### config.mk
export PLATFORM = sky130hd
export DESIGN_NAME = timer8_wave
export DESIGN_NICKNAME = d
export VERILOG_FILES = /design/src/hw/timer8_pkg.sv /design/src/hw/timer8_wave.sv
export SDC_FILE = /design/constraint.sdc
export NUM_CORES = 1
export LEC_CHECK = 0
export ABC_AREA = 1
export CAP_MARGIN = 15
export CORE_MARGIN = 2
export CORE_UTILIZATION = 60
export DETAILED_ROUTE_END_ITERATION = 16
export DONT_BUFFER_PORTS = 1
export PLACE_DENSITY = 0.76
export SETUP_SLACK_MARGIN = 0.5
export SYNTH_ARGS = -nofsm -noshare
export SYNTH_HDL_FRONTEND = slang
export SYNTH_SLANG_ARGS = --single-unit
### constraint.sdc
create_clock -name clk -period 2.8 [get_ports clk]
set_clock_uncertainty 0.1 [all_clocks]
set_input_delay 0.7 -clock clk [delete_from_list [all_inputs] [get_ports clk]]
set_output_delay 0.7 -clock clk [all_outputs]
set_load 0.05 [all_outputs]
### src/hw/timer8_pkg.sv
// constants, types and register map for the 8-bit waveform timer
// Contract
// - a nonzero output mode field hands the pin to the compare output; modes 4 and 6 and off or reserved PWM code 01 keep the port
// - non-PWM channel A: 00 off, 01 toggle, 10 clear, 11 set on match
// - non-PWM channel B decodes the same four settings as channel A
// - PWM channel A field 01: off if top mode bit 0, toggle if 1
// - fast PWM A: 10 clear on match, set at BOTTOM; 11 the inverse
// - fast PWM B: 01 reserved; 10 and 11 as channel A
// - phase PWM A: 10 clear on up match, set on down; 11 inverse
// - phase PWM B: 01 reserved; 10 and 11 as channel A
// - fast PWM, compare equals TOP: ignore match, act only at BOTTOM
// - phase PWM, compare equals TOP: ignore match, act at TOP
// - control bits 3 and 2 read zero and ignore writes
// - waveform mode is two low bits plus companion top mode bit
// - mode table 0..7 with TOP 0xFF or compare A; 4 and 6 reserved
// - compare update and overflow flag point follow the mode table
package timer8_pkg;

  // ----------------------------------------------------------------
  // register map
  // ----------------------------------------------------------------
  localparam logic [7:0] ADDR_CTRL_A = 8'hB0;
  localparam logic [7:0] ADDR_CTRL_B = 8'hB4;
  localparam logic [7:0] ADDR_CMP_A  = 8'hB8;
  localparam logic [7:0] ADDR_CMP_B  = 8'hBC;
  localparam logic [7:0] ADDR_COUNT  = 8'hC0;
  localparam logic [7:0] ADDR_STATUS = 8'hC4;
  localparam logic [7:0] ADDR_MASK   = 8'hC8;

  localparam logic [7:0] CTRL_A_WMASK = 8'hF3;
  localparam logic [7:0] RESET_VALUE  = 8'h00;
  localparam int         COM_A_POS    = 6;
  localparam int         COM_B_POS    = 4;
  localparam int         TOP_BIT_POS  = 3;
  localparam int         STAT_OVF     = 0;
  localparam int         STAT_MATCH_A = 1;
  localparam int         STAT_MATCH_B = 2;

  localparam logic [7:0] COUNT_MAX    = 8'hFF;
  localparam logic [7:0] COUNT_BOTTOM = 8'h00;

  // ----------------------------------------------------------------
  // waveform modes and output mode codes
  // ----------------------------------------------------------------
  localparam logic [2:0] MODE_NORMAL   = 3'h0;
  localparam logic [2:0] MODE_PHASE_FF = 3'h1;
  localparam logic [2:0] MODE_CTC      = 3'h2;
  localparam logic [2:0] MODE_FAST_FF  = 3'h3;
  localparam logic [2:0] MODE_RSV_4    = 3'h4;
  localparam logic [2:0] MODE_PHASE_A  = 3'h5;
  localparam logic [2:0] MODE_RSV_6    = 3'h6;
  localparam logic [2:0] MODE_FAST_A   = 3'h7;

  localparam logic [1:0] COM_OFF    = 2'h0;
  localparam logic [1:0] COM_TOGGLE = 2'h1;
  localparam logic [1:0] COM_CLEAR  = 2'h2;
  localparam logic [1:0] COM_SET    = 2'h3;

  typedef enum logic {COUNT_UP = 1'b0, COUNT_DOWN = 1'b1} dir_type;

  typedef struct packed {
    logic [7:0] ctrl_a;
    logic       top_bit;
    logic [7:0] cmp_a_buf;
    logic [7:0] cmp_b_buf;
    logic [7:0] cmp_a;
    logic [7:0] cmp_b;
    logic [7:0] count;
    logic       count_written;
    dir_type    dir;
    logic [1:0] oc;
    logic [1:0] pin;
    logic [1:0] pin_oe_n;
    logic [2:0] status;
    logic [2:0] mask;
    logic [7:0] rdata;
  } state_type;

endpackage : timer8_pkg

### src/hw/timer8_wave.sv
// 8-bit timer with two compare outputs and waveform mode control
`timescale 1ns/1ps
module timer8_wave
  import timer8_pkg::*;
(
  input  wire logic       clk,
  input  wire logic       resetn,
  input  wire logic [7:0] addr,
  input  wire logic [7:0] wdata,
  input  wire logic       wr,
  input  wire logic       rd,
  output logic      [7:0] rdata,
  input  wire logic       port_data_a,
  input  wire logic       port_data_b,
  input  wire logic       port_dir_a,
  input  wire logic       port_dir_b,
  output logic            compare_output_pin_a,
  output logic            compare_output_pin_b,
  output logic            pin_oe_n_a,
  output logic            pin_oe_n_b,
  output logic            irq
);

  // ----------------------------------------------------------------
  // reset release
  // ----------------------------------------------------------------
  logic reset_meta;
  logic reset_sync_n;

  always_ff @(posedge clk or negedge resetn) begin
    if (!resetn) begin
      reset_meta   <= 1'b0;
      reset_sync_n <= 1'b0;
    end else begin
      reset_meta   <= 1'b1;
      reset_sync_n <= reset_meta;
    end
  end

  // ----------------------------------------------------------------
  // mode decode
  // ----------------------------------------------------------------
  state_type       cur;
  state_type       next_state;
  logic      [2:0] waveform_mode_select;
  logic            mode_fast;
  logic            mode_phase;
  logic            mode_plain;
  logic            mode_rsv;
  logic      [7:0] top_value;
  logic            at_top;
  logic            at_bottom;
  logic [1:0][1:0] com_sel;
  logic [1:0][7:0] cmp_sel;
  logic      [1:0] match;
  logic      [1:0] link;
  logic      [1:0] next_oc;
  logic      [1:0] port_data;
  logic      [1:0] port_dir;

  assign waveform_mode_select = {cur.top_bit, cur.ctrl_a[1:0]};
  assign mode_fast  = (waveform_mode_select == MODE_FAST_FF) ||
                      (waveform_mode_select == MODE_FAST_A);
  assign mode_phase = (waveform_mode_select == MODE_PHASE_FF) ||
                      (waveform_mode_select == MODE_PHASE_A);
  assign mode_plain = (waveform_mode_select == MODE_NORMAL) ||
                      (waveform_mode_select == MODE_CTC);
  // reserved modes count like normal mode but never link a pin, so a
  // stray setting cannot drive an undefined waveform onto the port
  assign mode_rsv   = (waveform_mode_select == MODE_RSV_4) ||
                      (waveform_mode_select == MODE_RSV_6);

  // compare A becomes TOP in modes 2, 5 and 7
  always_comb begin
    case (waveform_mode_select)
      MODE_CTC, MODE_PHASE_A, MODE_FAST_A: top_value = cur.cmp_a;
      default:                             top_value = COUNT_MAX;
    endcase
  end

  assign at_top    = (cur.count == top_value);
  assign at_bottom = (cur.count == COUNT_BOTTOM);

  assign com_sel   = {cur.ctrl_a[COM_B_POS +: 2], cur.ctrl_a[COM_A_POS +: 2]};
  assign cmp_sel   = {cur.cmp_b, cur.cmp_a};
  assign port_data = {port_data_b, port_data_a};
  assign port_dir  = {port_dir_b, port_dir_a};

  // ----------------------------------------------------------------
  // per-channel output waveform
  // ----------------------------------------------------------------
  // both channels share one decode; only the reserved PWM code 01
  // differs, and it is told apart by the channel index
  for (genvar i = 0; i < 2; i++) begin : chan
    logic eq_top;
    assign eq_top = (cmp_sel[i] == top_value);
    // a counter write masks the match on the next cycle
    assign match[i] = (cur.count == cmp_sel[i]) && !cur.count_written;

    always_comb begin
      link[i]    = 1'b0;
      next_oc[i] = cur.oc[i];
      if (com_sel[i] != COM_OFF && !mode_rsv) begin
        if (mode_plain) begin
          link[i] = 1'b1;
          if (match[i]) begin
            case (com_sel[i])
              COM_TOGGLE: next_oc[i] = ~cur.oc[i];
              COM_CLEAR:  next_oc[i] = 1'b0;
              COM_SET:    next_oc[i] = 1'b1;
              default:    next_oc[i] = cur.oc[i];
            endcase
          end
        end else if (com_sel[i] == COM_TOGGLE) begin
          // channel B code 01 is reserved in both PWM modes
          if (i == 0 && cur.top_bit) begin
            link[i] = 1'b1;
            if (match[i])
              next_oc[i] = ~cur.oc[i];
          end
        end else if (mode_fast) begin
          link[i] = 1'b1;
          if (at_bottom)
            next_oc[i] = ~com_sel[i][0];
          if (match[i] && !eq_top)
            next_oc[i] = com_sel[i][0];
        end else begin
          link[i] = 1'b1;
          if (eq_top) begin
            if (at_top)
              next_oc[i] = ~com_sel[i][0];
          end else if (match[i]) begin
            if (cur.dir == COUNT_UP)
              next_oc[i] = com_sel[i][0];
            else
              next_oc[i] = ~com_sel[i][0];
          end
        end
      end
    end
  end

  // ----------------------------------------------------------------
  // counter, compare buffers, flags and register port
  // ----------------------------------------------------------------
  logic       load_cmp;
  logic       overflow;
  logic [2:0] events;
  logic [2:0] clear_bits;

  // compare values load from the buffer at TOP in both PWM modes so
  // that fast PWM sees them from BOTTOM onward; loading one cycle early
  // costs nothing since the count at TOP never matches a new value yet
  always_comb begin
    case (waveform_mode_select)
      MODE_PHASE_FF, MODE_PHASE_A, MODE_FAST_FF, MODE_FAST_A:
        load_cmp = at_top;
      default:
        load_cmp = 1'b1;
    endcase
  end

  always_comb begin
    case (waveform_mode_select)
      MODE_PHASE_FF, MODE_PHASE_A:
        overflow = at_bottom && (cur.dir == COUNT_DOWN);
      MODE_FAST_A:
        overflow = at_top;
      default:
        overflow = (cur.count == COUNT_MAX);
    endcase
  end

  assign events     = {match[1], match[0], overflow};
  assign clear_bits = (wr && addr == ADDR_STATUS) ? wdata[2:0] : 3'h0;

  always_comb begin
    next_state = cur;
    next_state.count_written = 1'b0;

    // counting sequence
    if (mode_phase) begin
      case (cur.dir)
        COUNT_UP: begin
          if (at_top) begin
            next_state.dir   = COUNT_DOWN;
            next_state.count = cur.count - 8'h01;
          end else begin
            next_state.count = cur.count + 8'h01;
          end
        end
        COUNT_DOWN: begin
          if (at_bottom) begin
            next_state.dir   = COUNT_UP;
            next_state.count = cur.count + 8'h01;
          end else begin
            next_state.count = cur.count - 8'h01;
          end
        end
        default: next_state.dir = COUNT_UP;
      endcase
    end else begin
      next_state.dir = COUNT_UP;
      if (at_top)
        next_state.count = COUNT_BOTTOM;
      else
        next_state.count = cur.count + 8'h01;
    end

    if (load_cmp) begin
      next_state.cmp_a = cur.cmp_a_buf;
      next_state.cmp_b = cur.cmp_b_buf;
    end

    next_state.oc = next_oc;

    // --------------------------------------------------------------
    // status flags
    // --------------------------------------------------------------
    // status: an event in the clearing cycle keeps its bit set
    next_state.status = (cur.status & ~clear_bits) | events;

    // --------------------------------------------------------------
    // register writes
    // --------------------------------------------------------------
    // a write lands on the next edge; a counter write wins over the
    // counting step above, and its following match is suppressed
    if (wr) begin
      case (addr)
        ADDR_CTRL_A: next_state.ctrl_a = wdata & CTRL_A_WMASK;
        ADDR_CTRL_B: next_state.top_bit = wdata[TOP_BIT_POS];
        ADDR_CMP_A: begin
          next_state.cmp_a_buf = wdata;
          if (mode_plain || mode_rsv)
            next_state.cmp_a = wdata;
        end
        ADDR_CMP_B: begin
          next_state.cmp_b_buf = wdata;
          if (mode_plain || mode_rsv)
            next_state.cmp_b = wdata;
        end
        ADDR_COUNT: begin
          next_state.count         = wdata;
          next_state.count_written = 1'b1;
        end
        ADDR_MASK:   next_state.mask = wdata[2:0];
        default:     next_state.mask = cur.mask;
      endcase
    end

    // --------------------------------------------------------------
    // pin drive
    // --------------------------------------------------------------
    // pins: the port keeps the pin while the channel is unlinked
    // the pin is registered, so port data reaches it one cycle late
    for (int k = 0; k < 2; k++) begin
      next_state.pin[k]      = link[k] ? next_oc[k] : port_data[k];
      next_state.pin_oe_n[k] = ~port_dir[k];
    end

    // --------------------------------------------------------------
    // read port
    // --------------------------------------------------------------
    // read data stand for one cycle only and return to zero after, so
    // a stale value can never be taken for a later read
    next_state.rdata = 8'h00;
    if (rd) begin
      case (addr)
        ADDR_CTRL_A: next_state.rdata = cur.ctrl_a & CTRL_A_WMASK;
        ADDR_CTRL_B: next_state.rdata = {4'h0, cur.top_bit, 3'h0};
        ADDR_CMP_A:  next_state.rdata = cur.cmp_a_buf;
        ADDR_CMP_B:  next_state.rdata = cur.cmp_b_buf;
        ADDR_COUNT:  next_state.rdata = cur.count;
        ADDR_STATUS: next_state.rdata = {5'h00, cur.status};
        ADDR_MASK:   next_state.rdata = {5'h00, cur.mask};
        default:     next_state.rdata = 8'h00;
      endcase
    end
  end

  always_ff @(posedge clk or negedge reset_sync_n) begin
    if (!reset_sync_n) begin
      cur           <= '0;
      cur.ctrl_a    <= RESET_VALUE;
      cur.pin_oe_n  <= 2'h3;
    end else begin
      cur <= next_state;
    end
  end

  // ----------------------------------------------------------------
  // outputs
  // ----------------------------------------------------------------
  assign rdata                = cur.rdata;
  assign compare_output_pin_a = cur.pin[0];
  assign compare_output_pin_b = cur.pin[1];
  assign pin_oe_n_a           = cur.pin_oe_n[0];
  assign pin_oe_n_b           = cur.pin_oe_n[1];
  assign irq                  = |(cur.status & cur.mask);

endmodule : timer8_wave

==> summary.md, run 1 <==
| Metric | Value |
|---|---|
| Setup crit end kind | `register` |
| Clock Tree Buf Depth | `2` |
| Final ANT Viol Nets | `0` |
| Cells after DPL | `about 700` |
| Arr. time, crit path | `around 2.4 ns` |
| First-pass GRT wire length | `between 20,000 and 25,000 µm` |
| Startpoint Class | `register` |
| DRC Markers | `0` |
| Final GP Congestion | `approximately 1.1` |
| TNS Setup | `0 ns` |
| Die H | `between 90 and 100 µm` |
| Die ar. | `~0.008 mm²` |
| Number of antenna violations at the first check in global routing | `0` |
| Final Power | `around 3.5 mW` |
| Synth warnings | `0` |
| Area Growth Syn to Fin | `12.6%` |
| Most used cell along the critical path | `nand2_1` |
| Final setup violation count | `0` |
| WL final | `13,800 µm` |
| Core area | `about 0.0072 mm²` |
| Fin nets | `653` |
| Worst-path clk slew | `0.08 ns` |
| Most frequent cells in the layout | `161 x nand2_1, 77 x inv_1, 61 x dfrtp_1` |
| Pwr dens | `706 mW/mm²` |
| Synth top area share | `between 30% and 40%` |
| Fraction of final layout cells sized beyond drive strength 1 | `between 15 and 20%` |
| Leak | `2.38 nW` |
| CP Data Required Time | `between 2 and 3 ns` |
| Chip width | `around 90 µm` |
| CTS tree | `built` |
| Root buffer cell | `clkbuf_8` |
| Vias | `approximately 4.5k` |
| H-tree depth | `3` |
| Crit. Startpoint | `cur[63]` |
| Vias in the first global route | `between 4k and 5k` |
| PortBufs | `0` |
| Post-detail-place hpwl | `just over 10,000 µm` |
| Largest net degree at the start of global routing | `36` |
| Tmin final | `roughly 2.2 ns` |
| CTS Buf Count | `9` |
| Cell Area, Synth | `0.00445 mm²` |
| Unrepaired setup endpoints after global routing | `true` |
| Mapped Nets | `633` |
| Starting DRT DRC Count | `~600` |
| Reg-to-Reg Start | `cur[63]` |
| CP max FO | `5` |
| VDD IR max | `0.387 mV` |
| Clk sink count | `~70` |
| Yosys cell types | `between 40 and 50` |
| Diode count | `0` |
| Gr usage total | `34.4%` |
| Mapped Cells | `roughly 610` |
| Vias/cell | `roughly 6` |
| Fmax | `447 MHz` |
| Overflow after GRT | `0` |
| Critical path type | `register to register` |
| Critical path, cell by cell | `inv_4 > nand2_4 > a21oi_2 > nand2_1 > nand2_1 > nand2_1 > nor2_4 > nand3_4 > nand2_1 > nand3_2 > a21oi_1 > nor3_1 > a21oi_1` |
| Floorplan row count | `31` |
| Initial core utilization | `just over 60%` |
| Top Ports | `37` |
| Mean Syn Cell Area | `7.34 µm²` |
| R2r worst-path depth | `13` |
| MaxCap Viol Count | `0` |
| Synth top area cells | `dfrtp_1 39%, nand2_1 14%, inv_1 6.7%, o21ai_0 4.5%, nor2_1 3.6%` |
| Seq/Total Area, Yosys | `between 30% and 40%` |
| Synth area leader | `dfrtp_1` |
| Slowest CP cell | `dfrtp_2` |
| Finished Layout Cells | `approximately 730` |
| FF+latch count, synth | `between 70 and 80` |
| Max_slew headroom | `between 60% and 70%` |
| Filler cells | `~600` |
| Commonest non-fill, non-tap cell in the layout | `nand2_1` |
| First drt pass iteration count | `6` |
| Fin. Hold Viols | `0` |
| Min-Delay Path Class | `register to asynchronous set/reset pin` |
| Routed wire per std cell | `around 19 µm` |
| Largest stage delay on the critical path | `0.44 ns` |
| Final period util | `about 80%` |
| Status | `finished, final reports clean` |
| Clk Latency, worst-skew pair | `~0.35 ns` |
| Worst-Margin Slew | `0.559 ns` |
| Final max-slew violation count | `0` |
-- registers in the layout, indices dropped and copies added, names as in the netlist --
name / count
cmp_sel: 16
com_sel: 4
compare_output_pin_a: 1
compare_output_pin_b: 1
cur: 37
pin_oe_n_a: 1
pin_oe_n_b: 1
rdata: 8
reset_meta: 1
reset_sync_n: 1
-- cell usage after synthesis, drive strengths merged --
cell type	instances
a211oi	1
a21oi	28
a221oi	11
a22o	1
a31oi	3
a41oi	2
and3	1
buf	16
clkbuf	4
clkinv	1
conb	1
dfrtp	69
dfstp	2
ha	2
inv	91
nand2	173
nand3	33
nand3b	1
nand4	20
nor2	51
nor3	8
nor4	2
o211ai	2
o21ai	45
o21bai	1
o221ai	1
o22ai	19
or2	2
xnor2	1
xor2	15
-- layout make-up --
| cell class | count | area (µm²) | share of cell area (%) |
|---|---|---|---|
| Inverter | 92 | 365 | 7.29 |
| Tap cell | 99 | 124 | 2.47 |
| Sequential cell | 71 | 1790 | 35.7 |
| Timing Repair Buffer | 28 | 216 | 4.32 |
| Clock buffer | 11 | 131 | 2.62 |
| Multi-Input combinational cell | 425 | 2300 | 46.0 |
| Clock inverter | 5 | 83.8 | 1.67 |
-- cell families after synthesis --
family | synth area share, %
compound gates | 15.4
buf+inv | 11.0
flops | 40.0
simple gates | 29.8
fa+ha+maj | 0.562
xor+xnor | 3.15
other cells | 0.0842
-- power by group --
group | internal (mW) | switching, mW
logic | 0.460 | 0.810
registers | 1.15 | 0.217
clock network | 0.504 | 0.400
-- critical path: cells and delay by family, from the launching register on --
kind	cells	cell delay [ns]
compound gates	3	0.60
flops	1	0.44
buf+inv	1	0.11
simple gates	9	0.91
-- through the flow --
step | area [µm²] | worst slack [ns] | hold WS [ns] | util [%]
floorplan | 4450 | 0.562 | 0.231 | -
global placement | 4520 | 0.203 | 0.218 | 62.7
detailed placement | 4520 | 0.210 | 0.225 | 62.7
CTS | 4770 | 0.485 | 0.236 | 66.2
global route | 5010 | 0.436 | 0.246 | 69.5
finish | 5010 | 0.562 | 0.212 | 69.5
-- per-layer routing --
| metal | vias up | part of all wire (%) | track usage [%] |
|---|---|---|---|
| met4 | 0 | 4.4 | 13.5 |
| li1 | 2031 | - | - |
| met2 | 343 | 44 | 51.0 |
| met1 | 2073 | 39 | 48.1 |
| met3 | 64 | 13 | 9.47 |
| met5 | - | 0 | 0 |
-- what timing repair did --
action | 4_1_cts | 5_1_grt
hold buffers | 1 | 0
pin swaps | 1 | 12
endpoints found under the hold margin | 2 | 0
endpoints found under the setup margin | 18 | 26
cloned | 0 | 1
resized for setup | 10 | 34
setup buffers | 0 | 16
-- worst paths after layout --
path | endpoint | slack (ns)
setup reg to reg | cur[28] | 0.56
hold / removal | cur[54] | 0.21
max in group asynchronous | reset_sync_n | 2.00
setup / recovery | cur[28] | 0.56
hold reg to reg | cur[54] | 0.21
min in group clk | pin_oe_n_b | 0.27
Note: power is estimated with default switching activity, not from simulation.
==> run 2, diff against run 1 <==
- clock period: 2.8 -> 2.3 ns (I/O delays scaled with it)
==> run 2 against run 1 <==
Net effect: count of clock-buffer cells in the layout shrank 1; via count grew 4.5%; non-clock buffer count grew 28; critical endpoint is now cmp_sel[11]; largest cell class unchanged.
==> summary.md, run 2 (same netlist as run 1, synthesis figures left out) <==
| Metric | Value |
|---|---|
| Top Ports | `37 (unchanged)` |
| Number of antenna violations at the first check in global routing | `0 (unchanged)` |
| Vias | `4,712 (was 4,511)` |
| Post-layout instance area | `0.00569 mm² (was 0.00501 mm²)` |
| Floorplan row count | `31 (unchanged)` |
| Largest net degree at the start of global routing | `70 (was 36)` |
| WL final | `16,100 µm (was 13,800 µm)` |
| Top reg by flops | `cur (unchanged)` |
| Pre-CTS WS | `-0.0118 ns (was 0.210 ns)` |
| Startpoint Class | `register (unchanged)` |
| CTS Buf Count | `9 (unchanged)` |
| DP Area | `0.00476 mm² (was 0.00452 mm²)` |
| Multi-input logic area | `0.00267 mm² (was 0.00230 mm²)` |
| Core area | `0.00721 mm² (unchanged)` |
| Chip width | `90.2 µm (unchanged)` |
| Tmin final | `2.25 ns (was 2.24 ns)` |
| Routed wire per std cell | `21.2 µm (was 18.9 µm)` |
| Final setup violation count | `0 (unchanged)` |
| Final GP Congestion | `1.03 (was 1.07)` |
| Fin nets | `682 (was 653)` |
| Final ANT Viol Nets | `0 (unchanged)` |
| Commonest non-fill, non-tap cell in the layout | `nand2_1 (unchanged)` |
| Pwr dens | `832 mW/mm² (was 706 mW/mm²)` |
| Clock Tree Buf Depth | `2 (unchanged)` |
| Final WS setup | `0.0547 ns (was 0.562 ns)` |
| Clk sink count | `71 (unchanged)` |
| MaxCap Viol Count | `0 (unchanged)` |
| PortBufs | `0 (unchanged)` |
| Min-Delay Path Class | `input pin to register (was register to asynchronous set/reset pin)` |
| CP Data Required Time | `2.44 ns (was 2.95 ns)` |
| CP max FO | `10 (was 5)` |
| Final max-slew violation count | `0 (unchanged)` |
| Diode count | `0 (unchanged)` |
| Gr usage total | `38.4% (was 34.4%)` |
| Finished Layout Cells | `760 (was 731)` |
| Fmax | `445 MHz (was 447 MHz)` |
| Overflow after GRT | `0 (unchanged)` |
| Die ar. | `0.00813 mm² (unchanged)` |
| Arr. time, crit path | `2.39 ns (about the same)` |
| Vias/cell | `6.20 (was 6.17)` |
| Starting DRT DRC Count | `535 (was 596)` |
| First-pass GRT wire length | `23,800 µm (was 21,600 µm)` |
| DRC Markers | `0 (unchanged)` |
| First drt pass iteration count | `5 (was 6)` |
| Leak | `2.63 nW (was 2.38 nW)` |
| TNS Setup | `0 ns (unchanged)` |
| Max reg flops | `37 (unchanged)` |
| Setup crit end kind | `register (unchanged)` |
| Initial core utilization | `61.7% (unchanged)` |
| Fraction of final layout cells sized beyond drive strength 1 | `29.2% (was 17.1%)` |
| Vias in the first global route | `4,492 (was 4,115)` |
| VDD IR max | `0.638 mV (was 0.387 mV)` |
| Root buffer cell | `clkbuf_8 (unchanged)` |
| Worst-path clk slew | `0.09 ns (was 0.08 ns)` |
| Critical path type | `register to register (unchanged)` |
| H-tree depth | `3 (unchanged)` |
| Worst hold slack | `0.118 ns (was 0.212 ns)` |
| Filler cells | `490 (was 590)` |
| Area Growth Syn to Fin | `27.8% (was 12.6%)` |
| Clk Latency, worst-skew pair | `0.37 ns (was 0.35 ns)` |
| Fin. Hold Viols | `0 (unchanged)` |
| Unrepaired setup endpoints after global routing | `true (unchanged)` |
| Post-detail-place hpwl | `11,000 µm (was 10,200 µm)` |
| Status | `finished, final reports clean (unchanged)` |
| Die H | `90.2 µm (unchanged)` |
| CTS tree | `built (unchanged)` |
| Cells after DPL | `710 (was 697)` |
| Most frequent cells in the layout | `141 x nand2_1, 75 x inv_1, 65 x dfrtp_1 (was 161 x nand2_1, 77 x inv_1, 61 x dfrtp_1)` |
| Final period util | `97.6% (was 79.9%)` |
| Register Area | `0.00178 mm² (was 0.00179 mm²)` |
[run 2: critical path: stages, from the launching register on]
cell and delay, ns:
dfrtp_2 0.46, buf_6 0.16, nand2_8 0.10, buf_8 0.15, nand3_4 0.07, nand2_2 0.07
nand2_2 0.06, nor2_4 0.16, nand3_4 0.19, nand2_8 0.17, inv_8 0.07, nor2_4 0.11
inv_2 0.07, nor2_2 0.12, a221oi_2 0.05
[run 2: layout make-up]
cell class / instances / area share, %
inverters: 92 / 6.86
clock buffers: 10 / 2.24
repair buffers: 56 / 8.84
multi-input cells: 426 / 46.9
well taps: 99 / 2.18
clock inverters: 6 / 1.65
flip-flops and latches: 71 / 31.4
[run 2: metal layers]
metal  GRT usage [%]  vias up  share of wire, %
li1                -     2096                 -
met1            51.2     2220                39
met2            62.3      322                46
met3            7.71       74               9.7
met4            14.1        0               4.8
met5               0        -                 0
[run 2: timing repair]
action | CTS | global route
setup endpoints to repair | 32 | 31
gates resized for setup | 29 | 70
endpoints found under the hold margin | 2 | 0
pin swaps | 13 | 38
gates cloned | 2 | 0
buffers inserted | 15 | 16
hold buffers | 1 | 0
[run 2: power by group]
part	total, mW	internal (mW)	switching (mW)
logic	1.98	0.773	1.21
clock network	1.14	0.618	0.524
registers	1.61	1.39	0.216
[run 2: path summary, 6_finish.rpt]
path / start / end / slack, ns / depth (start not counted)
max in group asynchronous: reset_sync_n / cur[62] / 1.58 / 1
worst max register to register: cur[62] / cmp_sel[11] / 0.05 / 14
min in group asynchronous: reset_sync_n / cur[56] / 0.20 / 1
worst min register to register: reset_sync_n / cur[56] / 0.20 / 1
worst max-delay path: cur[62] / cmp_sel[11] / 0.05 / 14
worst min-delay path: port_dir_a / pin_oe_n_a / 0.12 / 1
[run 2: metrics by stage]
step                      power (mW)  util (%)
after detailed placement        3.14      66.0
after global placement          3.14      66.0
after global routing            4.93      78.9
after CTS                       4.39      72.9
final                           4.74      78.9
after floorplan                 2.63         -
==> run 3, diff against run 2 <==
- CORE_MARGIN: 2 -> 4
- CORE_UTILIZATION: 60 -> 58
- clock period: 2.3 -> 2 ns (I/O delays scaled with it)
==> run 3 against run 2 <==
Net effect: the flow now finishes with violations (negative setup slack); die area rose by 13%; first-iteration DRC count rose by 4.7%; core utilization rose by 3.6 points; combinational power rose by 29%; sequential share of layout area fell by 1.8 points; final area rose by 6.8%; power rose by 21%; critical path depth rose by 2; non-clock buffer count rose by 52; via count rose by 3.9%; hold slack got worse by 0.051 ns.
==> summary.md, run 3 (same netlist as run 1, synthesis figures left out) <==
| Metric | Value |
|---|---|
| Final period util | `112% (was 97.6%)` |
| Chip width | `95.6 µm (was 90.2 µm)` |
| CP max FO | `7 (was 10)` |
| WL final | `16,400 µm (was 16,100 µm)` |
| Final WS setup | `-0.237 ns (was 0.0547 ns)` |
| Vias in the first global route | `4,758 (was 4,492)` |
| Uppermost layer routed | `met4 (unchanged)` |
| Clock Tree Buf Depth | `2 (unchanged)` |
| Multi-input logic area | `0.00263 mm² (was 0.00267 mm²)` |
| Unrepaired setup endpoints after global routing | `true (unchanged)` |
| DRT met1 WL | `6330 µm (was 6300 µm)` |
| First drt pass iteration count | `5 (unchanged)` |
| Initial core utilization | `60.4% (was 61.7%)` |
| Final setup violation count | `28 (was 0)` |
| Area Growth Syn to Fin | `36.4% (was 27.8%)` |
| CTS tree | `built (unchanged)` |
| Slack of the worst reg-to-reg path | `-0.24 ns (was 0.05 ns)` |
| Pre-CTS WS | `-0.153 ns (was -0.0118 ns)` |
| Status | `complete, but fails checks (was finished, final reports clean)` |
| Detail Route met2 WL | `7430 µm (was 7490 µm)` |
| Vias/cell | `6.03 (was 6.20)` |
| Overflow after GRT | `0 (unchanged)` |
| Final Power | `5.74 mW (was 4.74 mW)` |
| Finished Layout Cells | `812 (was 760)` |
| Register Area | `0.00180 mm² (was 0.00178 mm²)` |
| Startpoint Class | `register (unchanged)` |
| Number of antenna violations at the first check in global routing | `0 (unchanged)` |
| Gr usage total | `36.5% (was 38.4%)` |
| R2R Path End | `cur[18] (was cmp_sel[11])` |
| Final max-slew violation count | `0 (unchanged)` |
| Top reg by flops | `cur (unchanged)` |
| Worst-path clk slew | `0.09 ns (about the same)` |
| Fmax | `447 MHz (was 445 MHz)` |
| Post-layout instance area | `0.00608 mm² (was 0.00569 mm²)` |
| Fin. Hold Viols | `0 (unchanged)` |
| Min-Delay Path Class | `input pin to register (unchanged)` |
| Fin nets | `734 (was 682)` |
| Largest net degree at the start of global routing | `28 (was 70)` |
| Failing checks | `negative setup slack` |
| Worst hold slack | `0.0670 ns (was 0.118 ns)` |
| Die H | `95.6 µm (was 90.2 µm)` |
| Clk sink count | `71 (unchanged)` |
| Worst-Margin Slew | `approximately 0.53 ns` |
| CTS Buf Count | `9 (unchanged)` |
| Tmin final | `2.24 ns (was 2.25 ns)` |
| DRC Markers | `0 (unchanged)` |
| MaxCap Viol Count | `0 (unchanged)` |
| Critical path type | `register to register (unchanged)` |
| Max_slew headroom | `between 60% and 70%` |
| Vias | `4,895 (was 4,712)` |
| Worst setup endpoint | `cur[18] (was cmp_sel[11])` |
| Core area | `0.00737 mm² (was 0.00721 mm²)` |
| Pwr dens | `945 mW/mm² (was 832 mW/mm²)` |
| Leak | `2.87 nW (was 2.63 nW)` |
| DP Area | `0.00516 mm² (was 0.00476 mm²)` |
| Crit. Startpoint | `cur[63] (was cur[62])` |
| Root buffer cell | `clkbuf_8 (unchanged)` |
| Setup crit end kind | `register (unchanged)` |
| WL met3 | `1680 µm (was 1560 µm)` |
| Diode count | `0 (unchanged)` |
| Final GP Congestion | `1.01 (was 1.03)` |
| R2r worst-path depth | `16 (was 14)` |
| Arr. time, crit path | `2.37 ns (was 2.39 ns)` |
| Routed wire per std cell | `20.2 µm (was 21.2 µm)` |
| First-pass GRT wire length | `24,700 µm (was 23,800 µm)` |
| Starting DRT DRC Count | `560 (was 535)` |
| Clk Latency, worst-skew pair | `0.35 ns (was 0.37 ns)` |
| CP Data Required Time | `2.14 ns (was 2.44 ns)` |
| Fraction of final layout cells sized beyond drive strength 1 | `36.3% (was 29.2%)` |
| H-tree depth | `3 (unchanged)` |
| VDD IR max | `0.674 mV (was 0.638 mV)` |
| Max reg flops | `37 (unchanged)` |
| Floorplan row count | `31 (unchanged)` |
| Post-detail-place hpwl | `11,300 µm (was 11,000 µm)` |
| Most frequent cells in the layout | `143 x nand2_1, 91 x buf_4, 70 x inv_1 (was 141 x nand2_1, 75 x inv_1, 65 x dfrtp_1)` |
| Die ar. | `0.00914 mm² (was 0.00813 mm²)` |
| Commonest non-fill, non-tap cell in the layout | `nand2_1 (unchanged)` |
| Final ANT Viol Nets | `0 (unchanged)` |
| Top Ports | `37 (unchanged)` |
| PortBufs | `0 (unchanged)` |
| Filler cells | `473 (was 490)` |
| Reg-to-Reg Start | `cur[63] (was cur[62])` |
| Cells after DPL | `757 (was 710)` |
## run 3: changes by cell type in the layout (fill, tap and decap cells not counted), moves of 5 or more
cell | previous run | this run
nor2_4 | 10 | 15
o21ai_0 | 38 | 27
nor2_2 | 9 | 4
dfrtp_2 | 4 | 15
buf_6 | 4 | 11
inv_2 | 10 | 15
o21ai_1 | 3 | 12
inv_1 | 75 | 70
buf_4 | 45 | 91
dfrtp_1 | 65 | 54
## run 3: how the worst min path moves through the flow
stage,startpoint,end,slack (ns),cells past startpoint
floorplan,resetn,reset_meta,0.10,0
global placement,resetn,reset_meta,0.10,0
detailed placement,resetn,reset_sync_n,0.10,0
CTS,port_dir_a,pin_oe_n_a,0.06,1
global route,port_dir_b,pin_oe_n_b,0.06,1
finish,port_dir_a,pin_oe_n_a,0.07,1
## run 3: stage by stage
step | util (%) | TNS (ns)
final | 82.4 | -3.88
after global routing | 82.4 | -6.63
after CTS | 77.9 | -0.170
after detailed placement | 70.1 | -2.07
after global placement | 70.1 | -0.837
after floorplan | - | 0
## run 3: layout make-up
type,instances,area share (%)
Timing Repair Buffer,108,15.1
Sequential cell,71,29.6
Clock inverter,7,1.69
Multi-Input combinational cell,426,43.3
Inverter,92,6.28
Clock buffer,9,2.04
Tap cell,99,2.04
## run 3: power by group
part	internal (mW)	switching (mW)	total (mW)
combinational	1.07	1.48	2.55
sequential	1.61	0.241	1.85
clock	0.716	0.627	1.34
total	3.40	2.35	5.74
## run 3: routing by layer
layer,up-vias,global-route usage (%)
met4,0,17.8
met2,307,56.8
met5,-,0
met1,2311,47.7
met3,87,8.76
li1,2190,-
## run 3: timing repair
action                                 4_1_cts  5_1_grt
gates resized for setup                     51       48
setup buffers                               20       16
setup endpoints to repair                   45       55
hold buffers                                 1        0
cloned                                       1        1
pin swaps                                   12       27
endpoints found under the hold margin        2        0
## run 3: worst max-delay path, stage by stage (launching register included)
cell,delay [ns]
dfrtp_2,0.46
inv_8,0.10
nand2_8,0.08
nand2_4,0.11
nand3_1,0.12
nand2_1,0.13
nand2_2,0.08
nor2_4,0.14
nand3_4,0.18
nand2_2,0.13
o21ai_2,0.07
nand2_1,0.08
nand3_2,0.08
nand2_1,0.08
nand2_1,0.07
nand2_1,0.06
o21ai_1,0.07
